===== config.mk =====
export PLATFORM = sky130hd
export DESIGN_NAME = bnr_router
export DESIGN_NICKNAME = d
export VERILOG_FILES = /design/src/logic/bnr_pkg.sv /design/src/logic/bnr_router.sv /design/src/logic/bnr_edge.sv
export SDC_FILE = /design/constraint.sdc
export NUM_CORES = 1
export LEC_CHECK = 0
export BUFFER_PORTS_ARGS = -buffer_cell sky130_fd_sc_hd__clkbuf_2
export CORE_AREA = 2 2 154 156
export CTS_CLUSTER_DIAMETER = 30
export DETAILED_ROUTE_END_ITERATION = 8
export DIE_AREA = 0 0 156 158
export GPL_ROUTABILITY_DRIVEN = 0
export PLACE_DENSITY_LB_ADDON = 0.3
export RECOVER_POWER = 100
export SLEW_MARGIN = 25
export SYNTH_ARGS = -nofsm -noshare
export SYNTH_HDL_FRONTEND = slang
export SYNTH_SLANG_ARGS = --single-unit

===== constraint.sdc =====
create_clock -name core_clk -period 4.7 [get_ports core_clk]
set_input_delay 0.47 -clock core_clk [delete_from_list [all_inputs] [get_ports core_clk]]
set_output_delay 0.47 -clock core_clk [all_outputs]
set_load 0.02 [all_outputs]

===== src/logic/bnr_pkg.sv =====
// Purpose: Constants for the on-board NMI and VME interrupt router.
// Assumes: 100 MHz core clock, AXI4-Lite register access.
// Notes: Register offsets are byte addresses of aligned 32-bit words.
package bnr_pkg;
    localparam logic [7:0] ADDR_ROUTE = 8'h00;
    localparam logic [7:0] ADDR_VEN = 8'h04;
    localparam logic [7:0] ADDR_GPR2 = 8'h08;
    localparam logic [7:0] ADDR_WDCTL = 8'h0c;
    localparam logic [7:0] ADDR_WDPER = 8'h10;
    localparam logic [7:0] ADDR_STAT = 8'h14;
    localparam logic [7:0] ADDR_CLR = 8'h18;
    localparam logic [7:0] ADDR_IEN = 8'h1c;
    localparam logic [7:0] ADDR_ACK = 8'h20;
    localparam logic [7:0] ADDR_VEC = 8'h24;
    localparam logic [7:0] ADDR_PEND = 8'h28;
    localparam int NMI_GATE_BIT = 2;
    localparam int WD_ENA_BIT = 0;
    localparam int WD_NMI_BIT = 1;
    localparam int WD_KICK_BIT = 2;
    localparam int NMI_LEVEL = 15;
    // Status bit positions
    localparam int ST_SYSFAIL = 0;
    localparam int ST_ACFAIL = 1;
    localparam int ST_ABORT = 2;
    localparam int ST_WDHALF = 3;
    localparam int ST_VEC = 4;
    localparam int NUM_ST = 5;
    localparam logic [31:0] WD_PERIOD_RST = 32'h05f5e100;
    localparam logic [1:0] RESP_OKAY = 2'h0;
    localparam logic [1:0] RESP_SLVERR = 2'h2;
    typedef enum logic [1:0] {
        BNR_ACK_IDLE = 2'b00,
        BNR_ACK_RUN = 2'b01,
        BNR_ACK_DONE = 2'b10
    } bnr_ack_t;
endpackage : bnr_pkg


===== src/logic/bnr_router.sv =====
// Purpose: Routes VME interrupt levels to SBus levels and merges NMI sources.
// Assumes: VME and switch inputs synchronous to core_clk, active high.
// Notes: Acknowledge is a simple request/done handshake with the VME side.
`timescale 1ns/100ps
`default_nettype none
module bnr_router #(
    parameter int NLVL = 7
) (
    input wire logic core_clk,
    input wire logic nrst,
    input wire logic [31:0] s_axi_awaddr,
    input wire logic s_axi_awvalid,
    output logic s_axi_awready,
    input wire logic [31:0] s_axi_wdata,
    input wire logic [3:0] s_axi_wstrb,
    input wire logic s_axi_wvalid,
    output logic s_axi_wready,
    output logic [1:0] s_axi_bresp,
    output logic s_axi_bvalid,
    input wire logic s_axi_bready,
    input wire logic [31:0] s_axi_araddr,
    input wire logic s_axi_arvalid,
    output logic s_axi_arready,
    output logic [31:0] s_axi_rdata,
    output logic [1:0] s_axi_rresp,
    output logic s_axi_rvalid,
    input wire logic s_axi_rready,
    input wire logic [NLVL:1] vme_irq,
    output logic [2:0] iack_level,
    output logic iack_req,
    input wire logic iack_done,
    input wire logic [7:0] iack_vector,
    input wire logic sysfail,
    input wire logic acfail,
    input wire logic abort_sw,
    output logic [15:1] sbus_irq,
    output logic [3:0] proc_irl,
    output logic board_reset,
    output logic irq
);
    // Register state
    logic [31:0] route_reg;
    logic [NLVL:1] ven_reg;
    logic [31:0] gpr2_reg;
    logic [1:0] wdctl_reg;
    logic [31:0] wdper_reg;
    logic [31:0] wdcnt_reg;
    logic half_done_reg;
    logic [bnr_pkg::NUM_ST-1:0] ien_reg;
    logic vec_flag_reg;
    logic [7:0] vec_reg;
    bnr_pkg::bnr_ack_t ack_state_reg;
    logic [2:0] ack_lvl_reg;
    logic aw_got_reg, w_got_reg;
    logic [7:0] aw_addr_reg;
    logic [31:0] w_data_reg;
    logic [3:0] w_strb_reg;
    logic bvalid_reg, rvalid_reg;
    logic [31:0] rdata_reg;
    logic [1:0] bresp_reg, rresp_reg;
    logic board_reset_reg;

    // Write channel acceptance: address and data taken in either order
    assign s_axi_awready = ~aw_got_reg & ~bvalid_reg;
    assign s_axi_wready = ~w_got_reg & ~bvalid_reg;
    wire aw_fire = s_axi_awvalid & s_axi_awready;
    wire w_fire = s_axi_wvalid & s_axi_wready;
    wire wr_go = aw_got_reg & w_got_reg;
    wire [7:0] wa = aw_addr_reg;
    wire wr_route = wr_go && wa == bnr_pkg::ADDR_ROUTE;
    wire wr_ven = wr_go && wa == bnr_pkg::ADDR_VEN;
    wire wr_gpr2 = wr_go && wa == bnr_pkg::ADDR_GPR2;
    wire wr_wdctl = wr_go && wa == bnr_pkg::ADDR_WDCTL;
    wire wr_wdper = wr_go && wa == bnr_pkg::ADDR_WDPER;
    wire wr_clr = wr_go && wa == bnr_pkg::ADDR_CLR;
    wire wr_ien = wr_go && wa == bnr_pkg::ADDR_IEN;
    wire wr_ack = wr_go && wa == bnr_pkg::ADDR_ACK;
    wire wr_stat = wr_go && wa == bnr_pkg::ADDR_STAT;
    wire wr_vec = wr_go && wa == bnr_pkg::ADDR_VEC;
    wire wr_pend = wr_go && wa == bnr_pkg::ADDR_PEND;
    wire wr_ok = wr_route | wr_ven | wr_gpr2 | wr_wdctl | wr_wdper | wr_clr | wr_ien | wr_ack
                 | wr_stat | wr_vec | wr_pend;
    // Restart is a write-one pulse and is never stored
    wire wr_kick = wr_wdctl & w_strb_reg[0] & w_data_reg[bnr_pkg::WD_KICK_BIT];

    // Byte-lane merge for writes
    function automatic logic [31:0] merge(input logic [31:0] old, input logic [31:0] nw, input logic [3:0] be);
        logic [31:0] r;
        r = old;
        for (int i = 0; i < 4; i++) begin
            if (be[i]) begin
                r[i*8 +: 8] = nw[i*8 +: 8];
            end
        end
        return r;
    endfunction : merge

    wire [31:0] route_next = merge(route_reg, w_data_reg, w_strb_reg);
    wire [31:0] ven_next = merge({{(32-NLVL){1'b0}}, ven_reg}, w_data_reg, w_strb_reg);
    wire [31:0] gpr2_next = merge(gpr2_reg, w_data_reg, w_strb_reg);
    wire [31:0] wdper_next = merge(wdper_reg, w_data_reg, w_strb_reg);
    wire [31:0] wdctl_next = merge({30'h0, wdctl_reg}, w_data_reg, w_strb_reg);
    wire [31:0] ien_next = merge({{(32-bnr_pkg::NUM_ST){1'b0}}, ien_reg}, w_data_reg, w_strb_reg);
    wire [31:0] clr_val = merge(32'h0, w_data_reg, w_strb_reg);

    // Shared NMI gate and watchdog controls
    wire nmi_shared_gate_enable = gpr2_reg[bnr_pkg::NMI_GATE_BIT];
    wire wd_ena = wdctl_reg[bnr_pkg::WD_ENA_BIT];
    wire wd_nmi_ena = wdctl_reg[bnr_pkg::WD_NMI_BIT];

    // Watchdog half and full marks
    // An odd period rounds the half mark down
    wire [31:0] half_mark = {1'b0, wdper_reg[31:1]};
    wire half_hit = wd_ena & ~half_done_reg & (wdcnt_reg >= half_mark);
    wire full_hit = wd_ena & (wdcnt_reg >= wdper_reg - 32'h1);

    // NMI source latches; edges come from the raw pins and are gated before latching,
    // so opening or closing the gate while a source is held never counts as an edge
    wire [bnr_pkg::NUM_ST-1:0] clr_bits = wr_clr ? clr_val[bnr_pkg::NUM_ST-1:0] : '0;
    wire sf_ev, ac_ev, ab_ev;
    logic sf_flag, ac_flag, ab_flag, wd_flag;
    bnr_edge #(
        .RISE(1'b1),
        .FALL(1'b1)
    ) u_sysfail (
        .core_clk(core_clk),
        .nrst(nrst),
        .level(sysfail),
        .ena(nmi_shared_gate_enable),
        .clr(clr_bits[bnr_pkg::ST_SYSFAIL]),
        .event_p(sf_ev),
        .flag(sf_flag)
    );
    bnr_edge #(
        .RISE(1'b1),
        .FALL(1'b0)
    ) u_acfail (
        .core_clk(core_clk),
        .nrst(nrst),
        .level(acfail),
        .ena(nmi_shared_gate_enable),
        .clr(clr_bits[bnr_pkg::ST_ACFAIL]),
        .event_p(ac_ev),
        .flag(ac_flag)
    );
    bnr_edge #(
        .RISE(1'b1),
        .FALL(1'b0)
    ) u_abort (
        .core_clk(core_clk),
        .nrst(nrst),
        .level(abort_sw),
        .ena(nmi_shared_gate_enable),
        .clr(clr_bits[bnr_pkg::ST_ABORT]),
        .event_p(ab_ev),
        .flag(ab_flag)
    );
    wire wd_ev = half_hit & wd_nmi_ena & nmi_shared_gate_enable;

    // Level 15 request: OR of latched sources under the shared gate
    wire nmi_req = nmi_shared_gate_enable & (sf_flag | ac_flag | ab_flag | wd_flag);

    // VME routing: each enabled level drives its chosen SBus level
    // Level code 0 parks a level unrouted without touching its enable
    logic [15:1] routed;
    always_comb begin
        routed = '0;
        for (int l = 1; l <= NLVL; l++) begin
            if (vme_irq[l] && ven_reg[l] && route_reg[(l-1)*4 +: 3] != 3'h0) begin
                routed[route_reg[(l-1)*4 +: 3]] = 1'b1;
            end
        end
        routed[bnr_pkg::NMI_LEVEL] = nmi_req;
    end
    assign sbus_irq = routed;

    // Highest active level to processor priority code
    logic [3:0] irl;
    always_comb begin
        irl = 4'h0;
        for (int k = 1; k <= 15; k++) begin
            if (routed[k]) begin
                irl = 4'(k);
            end
        end
    end
    assign proc_irl = irl;

    // Status word and the single level interrupt
    wire [bnr_pkg::NUM_ST-1:0] stat = {vec_flag_reg, wd_flag, ab_flag, ac_flag, sf_flag};
    assign irq = |(stat & ien_reg);
    assign iack_req = ack_state_reg == bnr_pkg::BNR_ACK_RUN;
    assign iack_level = ack_lvl_reg;
    assign board_reset = board_reset_reg;

    // Read decode
    wire [7:0] ra = s_axi_araddr[7:0];
    logic [31:0] rd_val;
    logic rd_ok;
    always_comb begin
        rd_ok = 1'b1;
        case (ra)
            bnr_pkg::ADDR_ROUTE: rd_val = route_reg;
            bnr_pkg::ADDR_VEN: rd_val = {{(32-NLVL){1'b0}}, ven_reg};
            bnr_pkg::ADDR_GPR2: rd_val = gpr2_reg;
            bnr_pkg::ADDR_WDCTL: rd_val = {30'h0, wdctl_reg};
            bnr_pkg::ADDR_WDPER: rd_val = wdper_reg;
            bnr_pkg::ADDR_STAT: rd_val = {{(32-bnr_pkg::NUM_ST){1'b0}}, stat};
            bnr_pkg::ADDR_CLR: rd_val = 32'h0;
            bnr_pkg::ADDR_IEN: rd_val = {{(32-bnr_pkg::NUM_ST){1'b0}}, ien_reg};
            bnr_pkg::ADDR_ACK: rd_val = {28'h0, iack_req, ack_lvl_reg};
            bnr_pkg::ADDR_VEC: rd_val = {24'h0, vec_reg};
            bnr_pkg::ADDR_PEND: rd_val = {16'h0, routed, 1'b0};
            default: begin
                rd_val = 32'h0;
                rd_ok = 1'b0;
            end
        endcase
    end
    // Read channel: one read in flight, answer registered
    wire ar_fire = s_axi_arvalid & s_axi_arready;
    assign s_axi_arready = ~rvalid_reg;
    assign s_axi_rvalid = rvalid_reg;
    assign s_axi_rdata = rdata_reg;
    assign s_axi_rresp = rresp_reg;
    assign s_axi_bvalid = bvalid_reg;
    assign s_axi_bresp = bresp_reg;

    // Bus channel state
    // Valids drop only once the master's ready has been seen with them
    always_ff @(posedge core_clk or negedge nrst) begin
        if (!nrst) begin
            aw_got_reg <= 1'b0;
            w_got_reg <= 1'b0;
            aw_addr_reg <= 8'h0;
            w_data_reg <= 32'h0;
            w_strb_reg <= 4'h0;
            bvalid_reg <= 1'b0;
            bresp_reg <= bnr_pkg::RESP_OKAY;
            rvalid_reg <= 1'b0;
            rdata_reg <= 32'h0;
            rresp_reg <= bnr_pkg::RESP_OKAY;
        end else begin
            if (aw_fire) begin
                aw_got_reg <= 1'b1;
                aw_addr_reg <= s_axi_awaddr[7:0];
            end
            if (w_fire) begin
                w_got_reg <= 1'b1;
                w_data_reg <= s_axi_wdata;
                w_strb_reg <= s_axi_wstrb;
            end
            if (wr_go) begin
                aw_got_reg <= 1'b0;
                w_got_reg <= 1'b0;
                bvalid_reg <= 1'b1;
                bresp_reg <= wr_ok ? bnr_pkg::RESP_OKAY : bnr_pkg::RESP_SLVERR;
            end else if (s_axi_bready) begin
                bvalid_reg <= 1'b0;
            end
            if (ar_fire) begin
                rvalid_reg <= 1'b1;
                rdata_reg <= rd_val;
                rresp_reg <= rd_ok ? bnr_pkg::RESP_OKAY : bnr_pkg::RESP_SLVERR;
            end else if (s_axi_rready) begin
                rvalid_reg <= 1'b0;
            end
        end
    end

    // Software registers; enables clear at reset so nothing fires until armed
    always_ff @(posedge core_clk or negedge nrst) begin
        if (!nrst) begin
            route_reg <= 32'h0;
            ven_reg <= '0;
            gpr2_reg <= 32'h0;
            wdctl_reg <= 2'h0;
            wdper_reg <= bnr_pkg::WD_PERIOD_RST;
            ien_reg <= '0;
        end else begin
            if (wr_route) route_reg <= route_next;
            if (wr_ven) ven_reg <= ven_next[NLVL:1];
            if (wr_gpr2) gpr2_reg <= gpr2_next;
            if (wr_wdctl) wdctl_reg <= wdctl_next[1:0];
            if (wr_wdper) wdper_reg <= wdper_next;
            if (wr_ien) ien_reg <= ien_next[bnr_pkg::NUM_ST-1:0];
        end
    end

    // Watchdog counter; a kick or new enable restarts the period
    // A kick in the expiry cycle still lets the reset pulse out, so software must kick earlier
    always_ff @(posedge core_clk or negedge nrst) begin
        if (!nrst) begin
            wdcnt_reg <= 32'h0;
            half_done_reg <= 1'b0;
            wd_flag <= 1'b0;
            board_reset_reg <= 1'b0;
        end else begin
            board_reset_reg <= full_hit;
            if (!wd_ena || wr_kick || full_hit) begin
                wdcnt_reg <= 32'h0;
                half_done_reg <= 1'b0;
            end else begin
                wdcnt_reg <= wdcnt_reg + 32'h1;
                if (half_hit) half_done_reg <= 1'b1;
            end
            wd_flag <= wd_ev | (wd_flag & ~clr_bits[bnr_pkg::ST_WDHALF]);
        end
    end

    // Acknowledge sequencer: software picks a level, vector is captured on done
    // Only one acknowledge runs at a time; a request written during a run is dropped
    always_ff @(posedge core_clk or negedge nrst) begin
        if (!nrst) begin
            ack_state_reg <= bnr_pkg::BNR_ACK_IDLE;
            ack_lvl_reg <= 3'h0;
            vec_reg <= 8'hff;
            vec_flag_reg <= 1'b0;
        end else begin
            vec_flag_reg <= vec_flag_reg & ~clr_bits[bnr_pkg::ST_VEC];
            case (ack_state_reg)
                bnr_pkg::BNR_ACK_IDLE: begin
                    if (wr_ack && w_data_reg[2:0] != 3'h0) begin
                        ack_lvl_reg <= w_data_reg[2:0];
                        ack_state_reg <= bnr_pkg::BNR_ACK_RUN;
                    end
                end
                bnr_pkg::BNR_ACK_RUN: begin
                    if (iack_done) begin
                        vec_reg <= iack_vector;
                        vec_flag_reg <= 1'b1;
                        ack_state_reg <= bnr_pkg::BNR_ACK_DONE;
                    end
                end
                bnr_pkg::BNR_ACK_DONE: ack_state_reg <= bnr_pkg::BNR_ACK_IDLE;
                default: ack_state_reg <= bnr_pkg::BNR_ACK_IDLE;
            endcase
        end
    end
endmodule : bnr_router
`default_nettype wire


===== src/logic/bnr_edge.sv =====
// Purpose: Sticky event latch with edge detection for one NMI source.
// Assumes: Input already synchronous to core_clk.
// Notes: Set wins over clear in the same cycle.
`timescale 1ns/100ps
`default_nettype none
module bnr_edge #(
    parameter bit RISE = 1'b1,
    parameter bit FALL = 1'b0
) (
    input wire logic core_clk,
    input wire logic nrst,
    input wire logic level,
    input wire logic ena,
    input wire logic clr,
    output var logic event_p,
    output var logic flag
);
    logic prev_reg;
    // Edges are judged on the raw level, so moving the enable with the source held is never an edge
    assign event_p = ena & ((RISE & level & ~prev_reg) | (FALL & ~level & prev_reg));
    // Previous level and sticky flag
    always_ff @(posedge core_clk or negedge nrst) begin
        if (!nrst) begin
            prev_reg <= 1'b0;
            flag <= 1'b0;
        end else begin
            prev_reg <= level;
            flag <= event_p | (flag & ~clr);
        end
    end
endmodule : bnr_edge
`default_nettype wire


==> impl_summary.txt <==
----------------------------------------------------
[Clock tree]
  Clock tree from TritonCTS ... done
  Inserted Clock Buffers ... between 50 and 60
  Post_cts resized ... 0
  Clock edge transition at the registers on the reported setup and hold paths ... roughly 0.05 ns
  CTS root buf ... clkbuf_16
  Post-CTS Setup Repair Bufs ... 0
  Clock sink count ... 247
  Maximum clock insertion buffer count ... 3
  Maximum level of the CTS H-tree ... 2
  Insertion delay to the later sink of the worst-skew pair ... 0.55 ns

[Routing]
  Number of nets with antenna violations after detailed routing ... 0
  Final routed DRC violation total ... 0
  Per-cell via count in the routed design ... 6.11
  Via count ... 10462
  Starting DRT DRC Count ... 996
  Wire length per cell after detailed routing ... 20.0 um
  Final WL ... around 34000 um
  Initial DRT Pass Iterations ... 8

[STA]
  Post-Route Setup TNS ... 0 ns
  Final Hold Vio Count ... 0
  Clock Skew ... 0.0111 ns
  RSZ-0062 raised after global routing ... false
  Rel. slew slack ... -0.980
  Worst hold slack ... around 0.057 ns
  Max-slew violation count ... between 200 and 250
  Highest attainable clock frequency ... between 200 and 250 MHz
  Period minus WS final ... 4.04 ns
  Final number of setup-violating endpoints ... 0
  Worst-Margin Slew ... 2.97 ns
  Final clock period utilization by the worst path ... 0.859

[Floorplan]
  Row count ... 56
  Die height ... ~160 um
  Total Die Area ... 24600 sq um
  Top-level I/O count ... 192
  Die span in x ... 156 um
  Starting density of the core ... 0.570
  Core Area ... around 23000 sq um

[Power]
  Standby leakage power ... 7.21 nW
  PwrDens ... 564 nW/um^2
  Worst ir drop on vdd ... between 0.4 and 0.5 mV

[Hold path]
  Start point of the worst min-delay path ... abort_sw
  Worst hold path depth ... 1
  HP Class ... input port to flop
  Sink of the worst hold path ... u_abort.prev_reg$_DFF_PN0_

[Final layout]
  Antenna cells ... 0
  Core Util, Final ... 0.686
  Number of fill cells ... 1740
  Share of final-layout standard cells stronger than drive strength 1 ... 0.254
  Final non-filler cell area ... 15800 sq um
  Non-filler instance count after layout ... 1712
  Area growth from synthesis to layout ... 20.5%
  # nets final ... 1568

[Worst setup path]
  Reg-to-reg setup timing slack ... 0.66 ns
  Timing startpoint of the critical path ... wdper_reg[3]$_DFFE_PN0P_
  Slowest library cell on the worst path ... nor4_1
  Top fanout value on the critical path ... 34
  Type of origin of the critical path ... flop
  Critical Path End Type ... flop
  Endpoint of the lowest-slack register-to-register path ... wdcnt_reg[5]$_DFF_PN0_
  Worst R2R Start ... wdper_reg[3]$_DFFE_PN0P_
  CP cell instances ... nor4_1 > and3_1 > nand2_1 > nor3_2 > nand3_1 > xnor2_1 > ha_1 > nand4_1 > or2_2 > nor3_1 > nand2_1 > o21ai_0 > buf_4 > nor3_1
  Data required, critical path ... 5.11 ns
  Critical path data arrival time ... 4.44 ns
  Cell count of the worst reg-to-reg path ... 14
  Worst setup path class ... flop to flop
  Highest cell delay on the worst timing path ... 0.63 ns

[Run status]
  Violations in the final reports ... capacitance limit, slew limit
  Outcome ... finished, violations left

[Placement]
  Cell count after placement ... approximately 1600
  HPWL Detailed ... roughly 24000 um
  Placed Area ... 14100 sq um
  Port bufs ... around 130

[Flow run]
  Max-cap violations ... 5

[GRT]
  Global route overflow ... 0
  Largest net degree at the start of global routing ... 109
  Number of antenna violations at the first check in global routing ... 0
  First-pass GRT wire length ... ~55000 um
  Global router's overall resource usage ... 0.285
  Vias in the first global route ... 10596

[Yosys]
  Share of Yosys cell area claimed by the top area cell type ... 0.433
  Number of synthesized register bits ... 247
  Biggest area contributors in the synthesized netlist ... dfrtp_1 43%, mux2_2 13%, ha_1 6.2%, dfstp_2 4.0%, nand2_1 3.2%
  Average instance area after synthesis ... 10.8 sq um
  Library cell with the largest summed area after synthesis ... dfrtp_1
  Asr flop ratio synth ... 1.00
  Most frequent cells after synthesis ... 227 x dfrtp_1, 153 x mux2_2, 113 x nand2_1
  Dominant synthesized flop cell ... dfrtp_1
  Number of flops mapped to enable cells by yosys ... 0
  Area of the mapped netlist ... between 10000 and 15000 sq um
  Count leader, synth ... dfrtp_1
  Count of cell types in the netlist ... slightly below 70
  Synth Instances ... 1218
  Count of synthesis-stage warnings from yosys ... 0
  Sequential cell area fraction in the yosys report ... 0.473

----------------------------------------------------
what timing repair did:
| action | in CTS | in global routing |
|---|---|---|
| hold endpoints to repair | 82 | 0 |
| endpoints found under the setup margin | 0 | 0 |
| hold buffers | 1 | 0 |
critical path, delay by kind of cell, from the launching register on:
family | cells | cell delay (ns)
buffers and inverters | 1 | 0.35
adders and majority gates | 1 | 0.29
xor gates and xnor gates | 1 | 0.15
DFF | 1 | 0.42
and+or+nand+nor | 10 | 2.52
AOI/OAI and AO/OA | 1 | 0.14
cells in the final DEF, fill, tap and decap left out, types with 19 or more instances in the layout:
cell       count
dfrtp_1      227
mux2_2       151
nand2_1      117
clkbuf_2      76
clkbuf_1      69
ha_1          65
nor2_1        60
nor3_1        59
inv_1         57
clkbuf_16     54
o21ai_0       50
xnor2_1       46
a21oi_1       36
nand3_1       34
a222oi_1      26
nand4_1       21
dfstp_2       19
kinds of logic (layout without fill, tap and decap cells):
logic type | after synthesis | count (layout) | synth area share
adders and majority gates | 65 | 65 | 0.0619
xor gates and xnor gates | 60 | 60 | 0.0400
buffers and inverters | 109 | 305 | 0.0355
DFF | 247 | 247 | 0.473
muxes | 172 | 172 | 0.147
AOI/OAI and AO/OA | 189 | 189 | 0.0986
other | 1 | 9 | 0.000286
and+or+nand+nor | 375 | 375 | 0.144
metrics by stage:
step / worst slack (ns) / power, mW
2_1_floorplan: 1.03 / 4.45
3_3_place_gp: 0.852 / 4.96
3_5_place_dp: 0.694 / 5.06
4_1_cts: 0.679 / 8.96
5_1_grt: 0.234 / 9.34
6_report: 0.665 / 8.91
worst max path at each step:
stage	endpoint	slack [ns]	cells after the start
floorplan	wdcnt_reg[10]$_DFF_PN0_	1.03	14
global placement	wdcnt_reg[11]$_DFF_PN0_	0.85	14
detailed placement	wdcnt_reg[5]$_DFF_PN0_	0.69	14
CTS	wdcnt_reg[5]$_DFF_PN0_	0.68	14
global route	wdcnt_reg[4]$_DFF_PN0_	0.23	14
finish	wdcnt_reg[5]$_DFF_PN0_	0.66	14
layer usage:
metal / wire length (um) / GRT usage / up-vias
li1: - / - / 4808
met1: 14400 / 0.385 / 5149
met2: 16100 / 0.464 / 420
met3: 2540 / 0.0517 / 85
met4: 1070 / 0.104 / 0
met5: 0 / 0 / -
power by group:
part           switching [mW]  internal (mW)  leakage (nW)  total, mW
clock network            1.22           2.66         0.926       3.87
registers               0.502           2.50          3.23       3.01
logic                    1.05          0.985          3.05       2.03
layout make-up:
| cell class | instances | area (sq um) | share of cell area |
|---|---|---|---|
| Multi-Input combinational cell | 870 | 6450 | 0.408 |
| Tap cell | 290 | 363 | 0.0229 |
| Inverter | 57 | 214 | 0.0135 |
| Timing Repair Buffer | 147 | 679 | 0.0429 |
| Sequential cell | 247 | 6210 | 0.392 |
| Clock buffer | 67 | 1470 | 0.0929 |
| Clock inverter | 34 | 434 | 0.0274 |
Note: power is estimated with default switching activity, not from simulation.
